$ cat config.mk
export PLATFORM = sky130hd
export DESIGN_NAME = ccuif_top
export DESIGN_NICKNAME = d
export VERILOG_FILES = /design/src/rtl/ccuif_pkg.sv /design/src/rtl/ccuif_top.sv
export SDC_FILE = /design/constraint.sdc
export NUM_CORES = 1
export LEC_CHECK = 0
export BUFFER_PORTS_ARGS = -buffer_cell sky130_fd_sc_hd__buf_2
export CORE_MARGIN = 10
export CORE_UTILIZATION = 50
export CTS_CLUSTER_DIAMETER = 60
export DETAILED_ROUTE_END_ITERATION = 6
export HOLD_SLACK_MARGIN = 0.1
export PLACE_DENSITY = 0.75
export RECOVER_POWER = 25
export SYNTH_ARGS = -nofsm -noshare
export SYNTH_HDL_FRONTEND = slang
export SYNTH_SLANG_ARGS = --single-unit
$ cat constraint.sdc
create_clock -name sys_clk -period 3.7 [get_ports sys_clk]
set_clock_uncertainty 0.1 [all_clocks]
set_input_delay 0.74 -clock sys_clk [delete_from_list [all_inputs] [get_ports sys_clk]]
set_output_delay 0.74 -clock sys_clk [all_outputs]
set_load 0.01 [all_outputs]
$ cat src/rtl/ccuif_pkg.sv
// constants, types and decode helpers for the channel control unit interface
package ccuif_pkg;

  // bus widths on both directions: eight data bits plus parity
  localparam int DATA_W = 8;
  localparam int BUS_W  = 9;
  localparam int PAR_POS = 8;

  // depth of the inbound data buffer
  localparam int FIFO_DEPTH = 2;

  // reset synchroniser length
  localparam int RST_STAGES = 2;

  // command byte fields (bit 0 is the least significant bit)
  localparam logic [1:0] CMD_LO2_READ  = 2'h2;
  localparam logic [1:0] CMD_LO2_WRITE = 2'h1;
  localparam logic [1:0] CMD_LO2_CTRL  = 2'h3;
  localparam logic [3:0] CMD_LO4_RDBK  = 4'hC;
  localparam logic [3:0] CMD_LO4_SENSE = 4'h4;
  localparam logic [7:0] CMD_TEST      = 8'h00;

  // status bytes presented on the inbound bus
  localparam logic [7:0] STAT_ACCEPT = 8'h00;
  localparam logic [7:0] STAT_END    = 8'h0C;
  localparam logic [7:0] STAT_CHECK  = 8'h02;

  // values after reset
  localparam logic [8:0] BUS_IN_RST = 9'h100;

  typedef enum logic [2:0] {
    CK_TEST  = 3'b000,
    CK_READ  = 3'b001,
    CK_WRITE = 3'b010,
    CK_CTRL  = 3'b011,
    CK_NOOP  = 3'b100,
    CK_RDBK  = 3'b101,
    CK_SENSE = 3'b110,
    CK_BAD   = 3'b111
  } ccuif_cmd_e;

  // odd parity bit over a data byte
  function automatic logic ccuif_par(input logic [7:0] d);
    ccuif_par = ~(^d);
  endfunction

  // classify a command byte
  function automatic ccuif_cmd_e ccuif_decode(input logic [7:0] c);
    if (c == CMD_TEST)                   ccuif_decode = CK_TEST;
    else if (c[3:0] == CMD_LO4_RDBK)     ccuif_decode = CK_RDBK;
    else if (c[3:0] == CMD_LO4_SENSE)    ccuif_decode = CK_SENSE;
    else if (c[1:0] == CMD_LO2_READ)     ccuif_decode = CK_READ;
    else if (c[1:0] == CMD_LO2_WRITE)    ccuif_decode = CK_WRITE;
    else if (c[1:0] == CMD_LO2_CTRL)     ccuif_decode = (c[7:2] == 6'h00) ? CK_NOOP : CK_CTRL;
    else                                 ccuif_decode = CK_BAD;
  endfunction

endpackage

$ cat src/rtl/ccuif_top.sv
// control unit end of a byte-parallel channel interface with selection chain logic
`timescale 1ns/1ps
`default_nettype none

// Functional notes
// - low bits 10 read, 01 write, 11 control
// - low nibble 1100 read-backward, 0100 sense
// - all-zero byte is test-status
// - control with zero modifiers is no-operation
// - sense returns one byte describing unit check
// - unneeded, unaddressed unit forwards select
// - nearer units on chain win selection
// - requesting unit blocks select when address-out is low, starts own selection
// - downstream sees no select during own selection
// - sixteen out, fifteen in, nine-bit buses
// - operational-out low resets and masks interface
// - hold-out fall drops forwarded select at once
// - halt arrives as interface disconnect sequence
// - test-status presents then clears pending status
// - handshakes are edge interlocked
// - raise operational-in when addressed or requesting
// - service tags mark and acknowledge data
module ccuif_top
  import ccuif_pkg::*;
(
  input  wire logic             sys_clk,
  input  wire logic             rst_n,
  input  wire logic [BUS_W-1:0] bus_out,
  input  wire logic             op_out,
  input  wire logic             hold_out,
  input  wire logic             sel_out,
  input  wire logic             supp_out,
  input  wire logic             addr_out,
  input  wire logic             cmd_out,
  input  wire logic             srv_out,
  output logic [BUS_W-1:0]      bus_in_reg,
  output logic                  op_in_reg,
  output logic                  sel_fwd_reg,
  output logic                  req_in_reg,
  output logic                  addr_in_reg,
  output logic                  sta_in_reg,
  output logic                  srv_in_reg,
  input  wire logic [7:0]       cfg_base,
  input  wire logic [7:0]       cfg_mask,
  input  wire logic [7:0]       svc_addr,
  input  wire logic             need_service,
  input  wire logic             status_event,
  input  wire logic [7:0]       status_byte,
  input  wire logic [7:0]       sense_byte,
  input  wire logic             dev_done,
  input  wire logic [7:0]       rd_data,
  input  wire logic             rd_valid,
  output logic                  rd_ready_reg,
  output logic [7:0]            wr_data_reg,
  output logic                  wr_valid_reg,
  input  wire logic             wr_ready,
  output logic                  cmd_strobe_reg,
  output logic [7:0]            cmd_byte_reg,
  output ccuif_cmd_e            cmd_kind_reg,
  output logic                  par_err_reg
);

  typedef enum logic [3:0] {
    S_IDLE      = 4'b0000,
    S_ADDR_WAIT = 4'b0001,
    S_ADDR_IN   = 4'b0010,
    S_CMD_DROP  = 4'b0011,
    S_STAT      = 4'b0100,
    S_STAT_DROP = 4'b0101,
    S_XFER      = 4'b0110,
    S_DATA      = 4'b0111,
    S_DATA_DROP = 4'b1000,
    S_REL       = 4'b1001
  } ccuif_state_e;

  ccuif_state_e          state_reg;
  logic [RST_STAGES-1:0] rst_sync_reg;
  logic                  rst_sync_n;
  logic                  cui_reg;
  logic                  final_reg;
  logic                  from_pend_reg;
  logic                  stack_reg;
  logic                  stop_reg;
  logic                  sense_sent_reg;
  logic                  addr_out_q;
  logic                  pend_valid_reg;
  logic [7:0]            pend_byte_reg;
  logic [7:0]            fifo_mem [FIFO_DEPTH];
  logic                  fifo_wp_reg;
  logic                  fifo_rp_reg;
  logic [1:0]            fifo_cnt_reg;
  logic [1:0]            fifo_cnt_next;
  logic                  fifo_push;
  logic                  fifo_pop;
  logic                  addr_hit;
  logic                  claim_iss;
  logic                  claim_poll;
  logic                  disc_seen;
  logic                  pend_take;
  logic                  is_read;
  logic                  bus_par_bad;
  logic [7:0]            stat_pick;

  // release of the asynchronous reset through two flip-flops
  always_ff @(posedge sys_clk or negedge rst_n)
  begin
    if (!rst_n)
      rst_sync_reg <= '0;
    else
      rst_sync_reg <= {rst_sync_reg[RST_STAGES-2:0], 1'b1};
  end
  assign rst_sync_n = rst_sync_reg[RST_STAGES-1];

  // address block match, selection claims and disconnect detection
  assign addr_hit    = (((bus_out[7:0] ^ cfg_base) & cfg_mask) == 8'h00);
  assign claim_iss   = op_out && sel_out && hold_out && addr_out && addr_hit;
  assign claim_poll  = op_out && sel_out && hold_out && !addr_out && need_service;
  assign disc_seen   = addr_out && !addr_out_q && op_in_reg && !sel_out
                       && (state_reg != S_ADDR_WAIT);
  assign is_read     = (cmd_kind_reg == CK_READ) || (cmd_kind_reg == CK_RDBK);
  assign bus_par_bad = (bus_out[PAR_POS] != ccuif_par(bus_out[7:0]));
  assign pend_take   = (state_reg == S_STAT_DROP) && !srv_out && !cmd_out
                       && from_pend_reg && !stack_reg;
  assign fifo_pop    = (state_reg == S_DATA) && srv_out && is_read;
  assign fifo_push   = rd_valid && rd_ready_reg;
  assign stat_pick   = pend_valid_reg ? pend_byte_reg : STAT_END;

  // edge history of address-out for the disconnect sequence
  always_ff @(posedge sys_clk or negedge rst_sync_n)
  begin
    if (!rst_sync_n)
      addr_out_q <= 1'b0;
    else
      addr_out_q <= addr_out && op_out;
  end

  // selection chain: forward select unless claiming or connected, purge on hold-out
  always_ff @(posedge sys_clk or negedge rst_sync_n)
  begin
    if (!rst_sync_n)
    begin
      sel_fwd_reg <= 1'b0;
      req_in_reg  <= 1'b0;
    end
    else
    begin
      sel_fwd_reg <= op_out && sel_out && hold_out && (state_reg == S_IDLE)
                     && !claim_iss && !claim_poll;
      req_in_reg  <= op_out && need_service && (state_reg == S_IDLE) && !claim_poll;
    end
  end

  // pending status held for the channel, set wins over clear
  always_ff @(posedge sys_clk or negedge rst_sync_n)
  begin
    if (!rst_sync_n)
    begin
      pend_valid_reg <= 1'b0;
      pend_byte_reg  <= 8'h00;
    end
    else if (status_event)
    begin
      pend_valid_reg <= 1'b1;
      pend_byte_reg  <= status_byte;
    end
    else if (pend_take)
      pend_valid_reg <= 1'b0;
  end

  // two-entry inbound buffer between the device and the channel
  always_comb
  begin
    fifo_cnt_next = fifo_cnt_reg;
    if (fifo_push && !fifo_pop)
      fifo_cnt_next = fifo_cnt_reg + 2'd1;
    else if (fifo_pop && !fifo_push)
      fifo_cnt_next = fifo_cnt_reg - 2'd1;
  end

  always_ff @(posedge sys_clk or negedge rst_sync_n)
  begin
    if (!rst_sync_n)
    begin
      fifo_wp_reg  <= 1'b0;
      fifo_rp_reg  <= 1'b0;
      fifo_cnt_reg <= 2'd0;
      rd_ready_reg <= 1'b0;
    end
    else
    begin
      if (fifo_push)
        fifo_wp_reg <= ~fifo_wp_reg;
      if (fifo_pop)
        fifo_rp_reg <= ~fifo_rp_reg;
      fifo_cnt_reg <= fifo_cnt_next;
      rd_ready_reg <= (fifo_cnt_next != 2'd2);
    end
  end

  // buffer storage
  always_ff @(posedge sys_clk)
  begin
    if (fifo_push)
      fifo_mem[fifo_wp_reg] <= rd_data;
  end

  // sticky parity error on received bytes, cleared by the interface reset
  always_ff @(posedge sys_clk or negedge rst_sync_n)
  begin
    if (!rst_sync_n)
      par_err_reg <= 1'b0;
    else if (!op_out)
      par_err_reg <= 1'b0;
    else if (bus_par_bad && ((state_reg == S_IDLE && addr_out && sel_out)  // disconnect has a stale bus
             || (state_reg == S_ADDR_IN && cmd_out)
             || (state_reg == S_DATA && srv_out && !is_read && cmd_kind_reg != CK_SENSE)))
      par_err_reg <= 1'b1;
  end

  // write data handed to the device
  always_ff @(posedge sys_clk or negedge rst_sync_n)
  begin
    if (!rst_sync_n)
    begin
      wr_valid_reg <= 1'b0;
      wr_data_reg  <= 8'h00;
    end
    else if (state_reg == S_DATA && srv_out && !is_read && cmd_kind_reg != CK_SENSE)
    begin
      wr_valid_reg <= 1'b1;
      wr_data_reg  <= bus_out[7:0];
    end
    else if (wr_ready)
      wr_valid_reg <= 1'b0;
  end

  // tag sequencer: selection, command, status and data interlocks
  always_ff @(posedge sys_clk or negedge rst_sync_n)
  begin
    if (!rst_sync_n)
    begin
      state_reg      <= S_IDLE;
      op_in_reg      <= 1'b0;
      addr_in_reg    <= 1'b0;
      sta_in_reg     <= 1'b0;
      srv_in_reg     <= 1'b0;
      bus_in_reg     <= BUS_IN_RST;
      cui_reg        <= 1'b0;
      final_reg      <= 1'b0;
      from_pend_reg  <= 1'b0;
      stack_reg      <= 1'b0;
      stop_reg       <= 1'b0;
      sense_sent_reg <= 1'b0;
      cmd_strobe_reg <= 1'b0;
      cmd_byte_reg   <= 8'h00;
      cmd_kind_reg   <= CK_TEST;
    end
    else
    begin
      cmd_strobe_reg <= 1'b0;
      if (!op_out || disc_seen)
      begin
        state_reg   <= S_IDLE;
        op_in_reg   <= 1'b0;
        addr_in_reg <= 1'b0;
        sta_in_reg  <= 1'b0;
        srv_in_reg  <= 1'b0;
      end
      else
      begin
        unique case (state_reg)
          S_IDLE:
          begin
            if (claim_iss)
            begin
              op_in_reg <= 1'b1;
              cui_reg   <= 1'b0;
              bus_in_reg <= {ccuif_par(bus_out[7:0]), bus_out[7:0]};
              state_reg <= S_ADDR_WAIT;
            end
            else if (claim_poll)
            begin
              op_in_reg   <= 1'b1;
              addr_in_reg <= 1'b1;
              cui_reg     <= 1'b1;
              bus_in_reg  <= {ccuif_par(svc_addr), svc_addr};
              state_reg   <= S_ADDR_IN;
            end
          end
          S_ADDR_WAIT:
          begin
            if (!addr_out)
            begin
              addr_in_reg <= 1'b1;
              state_reg   <= S_ADDR_IN;
            end
          end
          S_ADDR_IN:
          begin
            if (cmd_out)
            begin
              addr_in_reg <= 1'b0;
              state_reg   <= S_CMD_DROP;
              if (!cui_reg)
              begin
                cmd_byte_reg   <= bus_out[7:0];
                cmd_kind_reg   <= ccuif_decode(bus_out[7:0]);
                cmd_strobe_reg <= 1'b1;
              end
            end
          end
          S_CMD_DROP:
          begin
            if (!cmd_out)
            begin
              sta_in_reg     <= 1'b1;
              sense_sent_reg <= 1'b0;
              stop_reg       <= 1'b0;
              state_reg      <= S_STAT;
              from_pend_reg  <= cui_reg || (cmd_kind_reg == CK_TEST);
              final_reg      <= cui_reg || (cmd_kind_reg == CK_TEST) || (cmd_kind_reg == CK_NOOP)
                                || (cmd_kind_reg == CK_BAD);
              if (cui_reg || cmd_kind_reg == CK_TEST)
                bus_in_reg <= {ccuif_par(stat_pick), stat_pick};
              else if (cmd_kind_reg == CK_NOOP)
                bus_in_reg <= {ccuif_par(STAT_END), STAT_END};
              else if (cmd_kind_reg == CK_BAD)
                bus_in_reg <= {ccuif_par(STAT_CHECK), STAT_CHECK};
              else
                bus_in_reg <= {ccuif_par(STAT_ACCEPT), STAT_ACCEPT};
            end
          end
          S_STAT:
          begin
            if (srv_out || cmd_out)
            begin
              sta_in_reg <= 1'b0;
              stack_reg  <= cmd_out;
              state_reg  <= S_STAT_DROP;
            end
          end
          S_STAT_DROP:
          begin
            if (!srv_out && !cmd_out)
              state_reg <= final_reg ? S_REL : S_XFER;
          end
          S_XFER:
          begin
            if (stop_reg || (cmd_kind_reg == CK_SENSE && sense_sent_reg)
                || (dev_done && (!is_read || fifo_cnt_reg == 2'd0)))
            begin
              sta_in_reg    <= 1'b1;
              final_reg     <= 1'b1;
              from_pend_reg <= 1'b0;
              bus_in_reg    <= {ccuif_par(STAT_END), STAT_END};
              state_reg     <= S_STAT;
            end
            else if (cmd_kind_reg == CK_SENSE)
            begin
              srv_in_reg     <= 1'b1;
              sense_sent_reg <= 1'b1;
              bus_in_reg     <= {ccuif_par(sense_byte), sense_byte};
              state_reg      <= S_DATA;
            end
            else if (is_read && fifo_cnt_reg != 2'd0)
            begin
              srv_in_reg <= 1'b1;
              bus_in_reg <= {ccuif_par(fifo_mem[fifo_rp_reg]), fifo_mem[fifo_rp_reg]};
              state_reg  <= S_DATA;
            end
            else if (!is_read && !wr_valid_reg)
            begin
              srv_in_reg <= 1'b1;
              state_reg  <= S_DATA;
            end
          end
          S_DATA:
          begin
            if (srv_out || cmd_out)
            begin
              srv_in_reg <= 1'b0;
              stop_reg   <= cmd_out;
              state_reg  <= S_DATA_DROP;
            end
          end
          S_DATA_DROP:
          begin
            if (!srv_out && !cmd_out)
              state_reg <= S_XFER;
          end
          S_REL:
          begin
            op_in_reg <= 1'b0;
            state_reg <= S_IDLE;
          end
          default:
            state_reg <= S_IDLE;
        endcase
      end
    end
  end
endmodule

`default_nettype wire

==> key figures <==
Outcome
  • Outcome: complete, but fails checks
  • Failing checks: capacitance limit, slew limit

Setup path
  • WS Path Type: flip-flop to flip-flop
  • Slowest stage delay, CP: 0.66 ns
  • Critical path peak fanout: 21
  • Worst reg-to-reg path cell count: 6
  • Worst endpoint required time: 3.80 ns
  • Startpoint types: flip-flop
  • Reg-to-reg endpoint: bus_in_reg[3]$_DFFE_PN0P_
  • FF-to-FF setup slack: about 0.87 ns
  • Top Family by Delay on Critical Path: simple AND/OR/NAND/NOR gates
  • Crit-path slowest cell: dfrtp_1
  • Critical-path cell list: nor4b_4 > o21ai_2 > or3_4 > a21oi_4 > and2_1 > a41oi_2
  • CP arrival: 2.93 ns
  • Buf/Inv on CP: 0
  • Worst r2r src: state_reg[1]$_DFFE_PN0P_
  • Crit path capture type: flip-flop

Min path
  • Hold WC Path Type: flip-flop to flip-flop
  • Worst hold endpoint: rst_sync_reg[1]$_DFF_PN0_
  • Min-delay src: rst_sync_reg[0]$_DFF_PN0_
  • Hold Path Cell Cnt: 0

Floorplan
  • Die width: roughly 120 um
  • Initial Util: 0.5144
  • Core box area: between 0.009 and 0.01 mm2
  • FP Rows: 35
  • Die Span Y: approximately 120 um
  • Die Area: 0.01386 mm2
  • # IOs: roughly 110

Clock tree
  • CTS sink cnt: 80
  • CTS HTree Levels: 3
  • Clock Latency Late Sink: ~0.35 ns
  • Max Root-Sink Buffers: 2
  • CTS tree: built
  • CTS Buf Count: 9
  • Clock transition at the registers of the reported paths: 0.09 ns
  • Root buffer cell: clkbuf_8

Placed design
  • Hpwl dp: between 10 and 15 mm
  • # port buffers: 107
  • Post-placement cell area: between 0.005 and 0.006 mm2
  • Final GP Congestion: approximately 0.9

Yosys
  • Number of synthesized register bits: 80
  • Ys async rst share: 0.8000
  • Synthesized area per cell: about 9.5 um2
  • Top FF cell, synth: dfrtp_1
  • Synthesis warning total: 0
  • Net Count, Synth: 584
  • Top post-synthesis cells by area: dfrtp_1, edfxtp_1, xnor2_1
  • Synth area leader: dfrtp_1
  • Sequential cell area fraction in the yosys report: 0.4362
  • Post-synth top area share: 0.3301
  • EDFF count, synth: 16
  • Cell area after synthesis: about 0.0048 mm2
  • Cells after synthesis: ~500
  • Library cells used by synthesis: 64

Detailed routing
  • Drt pass-1 iters: 5
  • DRC: 0
  • Vias: 4258
  • Antenna Violating Nets Remaining: 0
  • DR WL/cell: between 15 and 20 um
  • Starting DRC count in detailed routing: 370
  • Final wirelength: 13.43 mm
  • Vias per cell: between 5 and 6

Power
  • Tot Pwr: ~3700 uW
  • Static leakage: 0.002416 uW
  • Power Density: 654.0 mW/mm2
  • Worst IR Drop VDD: roughly 0.35 mV

STA
  • Slew HR: -0.1075
  • RSZ-0062 raised after global routing: false
  • Setup TNS: 0 ns
  • Fin crit share: 0.7659
  • Worst Tran Pin Value: approximately 1.7 ns
  • Fmax: ~350 MHz
  • Pins Over Slew Limit: 42
  • Final hold vios: 0
  • Setup violations, final: 0
  • Tmin final: about 2.8 ns

Finish
  • N_diodes: 0
  • Final #Nets: just under 700
  • Layout Utilization: 0.6022
  • Synthesis-to-finish area growth: 17.06%
  • Layout cells sized above 1: 0.2314
  • Final Cell Area: around 0.0056 mm2
  • Max FFs per register: 16

Global routing
  • First-pass GRT wire length: between 20 and 25 mm
  • Congestion Overflow GR: 0
  • Pin count of the biggest net entering global routing: 42
  • Gr usage total: 0.1897
  • Vias in the first global route: 4210
  • Antenna violations before repair: 0

Flow run
  • Max cap viols: 1
[how the worst max path moves through the flow]
stage                             start                          end  slack, ns  cells after the start
2_1_floorplan                bus_out[0]    bus_in_reg[2]$_DFFE_PN0P_       1.37                      7
5_1_grt        state_reg[1]$_DFFE_PN0P_  cmd_byte_reg[7]$_DFFE_PN0P_       0.67                      6
6_report       state_reg[1]$_DFFE_PN0P_    bus_in_reg[3]$_DFFE_PN0P_       0.87                      6
3_3_place_gp                 bus_out[0]    bus_in_reg[2]$_DFFE_PN0P_       0.85                      7
3_5_place_dp                 bus_out[0]    bus_in_reg[6]$_DFFE_PN0P_       0.78                      7
4_1_cts        state_reg[1]$_DFFE_PN0P_    bus_in_reg[3]$_DFFE_PN0P_       0.88                      6
[placed cells by master (no fill, tap or decap), types with 5 or more instances in the layout]
cell | synthesis | routed
buf_2 | 8 | 101
dfrtp_1 | 63 | 63
o21ai_0 | 51 | 51
nand2_1 | 41 | 41
xnor2_1 | 30 | 30
a21oi_1 | 29 | 29
nor2_1 | 28 | 28
inv_1 | 20 | 20
xor2_1 | 18 | 18
edfxtp_1 | 16 | 16
mux2i_1 | 13 | 13
nor3_1 | 13 | 13
nand3_1 | 11 | 11
a31oi_1 | 11 | 11
o211ai_1 | 10 | 10
a21boi_0 | 10 | 10
ha_1 | 10 | 10
and3_1 | 9 | 9
mux2_2 | 9 | 9
clkbuf_8 | 0 | 9
a22oi_1 | 8 | 8
clkbuf_1 | 16 | 7
nor2b_1 | 6 | 6
nand2b_1 | 6 | 6
o31ai_1 | 6 | 6
a21o_1 | 5 | 5
[power breakdown]
part	internal [uW]	switching (uW)
Clock	316	339
Combinational	632	895
Sequential	1170	307
[area by class of cell]
type	count	area, um2
sequential	80	2083
inverter	20	75.07
clock inverter	6	68.82
timing repair buffer	112	568.0
tap	129	161.4
fill	843	3694
clock buffer	10	127.6
multi-input combinational	377	2506
[synth_stat cells (all sizes together) (3+ instances only)]
cell type / number
nand3: 12
a31oi: 11
o21ai: 53
o31ai: 6
ha: 10
and3: 9
nand2b: 6
edfxtp: 16
a41oi: 5
nor2: 28
buf: 10
a211oi: 3
dfrtp: 63
a21oi: 30
inv: 20
xnor2: 30
and2: 4
nor2b: 6
mux2: 9
xor2: 18
nor3: 13
a22oi: 8
nand2: 41
mux2i: 13
nor4: 3
nand4: 4
a21boi: 10
clkbuf: 16
o211ai: 10
a21o: 5
[kinds of logic (layout without fill, tap and decap cells)]
| logic type | count (synthesis) | in the layout | synth area share |
|---|---|---|---|
| AOI/OAI and AO/OA | 156 | 156 | 0.2101 |
| buffers and inverters | 46 | 148 | 0.03904 |
| xor gates and xnor gates | 48 | 48 | 0.08803 |
| adders and majority gates | 10 | 10 | 0.02620 |
| other | 1 | 1 | 0.0007852 |
| DFF | 80 | 80 | 0.4362 |
| muxes | 22 | 22 | 0.04847 |
| and+or+nand+nor | 140 | 140 | 0.1512 |
[per-stage QoR]
| stage | setup slack, ns | instances | hold WS (ns) |
|---|---|---|---|
| after floorplan | 1.373 | 503 | 0.2312 |
| after global placement | 0.8491 | 717 | 0.2411 |
| after detailed placement | 0.7790 | 717 | 0.2362 |
| after CTS | 0.8809 | 734 | 0.2654 |
| after global routing | 0.6697 | 734 | 0.2843 |
| final | 0.8660 | 734 | 0.2578 |
[metal layers]
| layer | global-route usage | vias to the layer above | wire length [um] |
|---|---|---|---|
| met5 | 0 | - | 0 |
| met4 | 0.06260 | 0 | 205 |
| met3 | 0.04077 | 19 | 900 |
| met2 | 0.3154 | 175 | 6524 |
| met1 | 0.2386 | 2052 | 5795 |
| li1 | - | 2012 | - |
[timing repair]
action | CTS | global route
hold buffers | 1 | 0
resized for setup | 0 | 0
endpoints found under the setup margin | 0 | 0
hold endpoints to repair | 2 | 0
setup buffers | 0 | 0
Power figures use the tool's default switching activity.
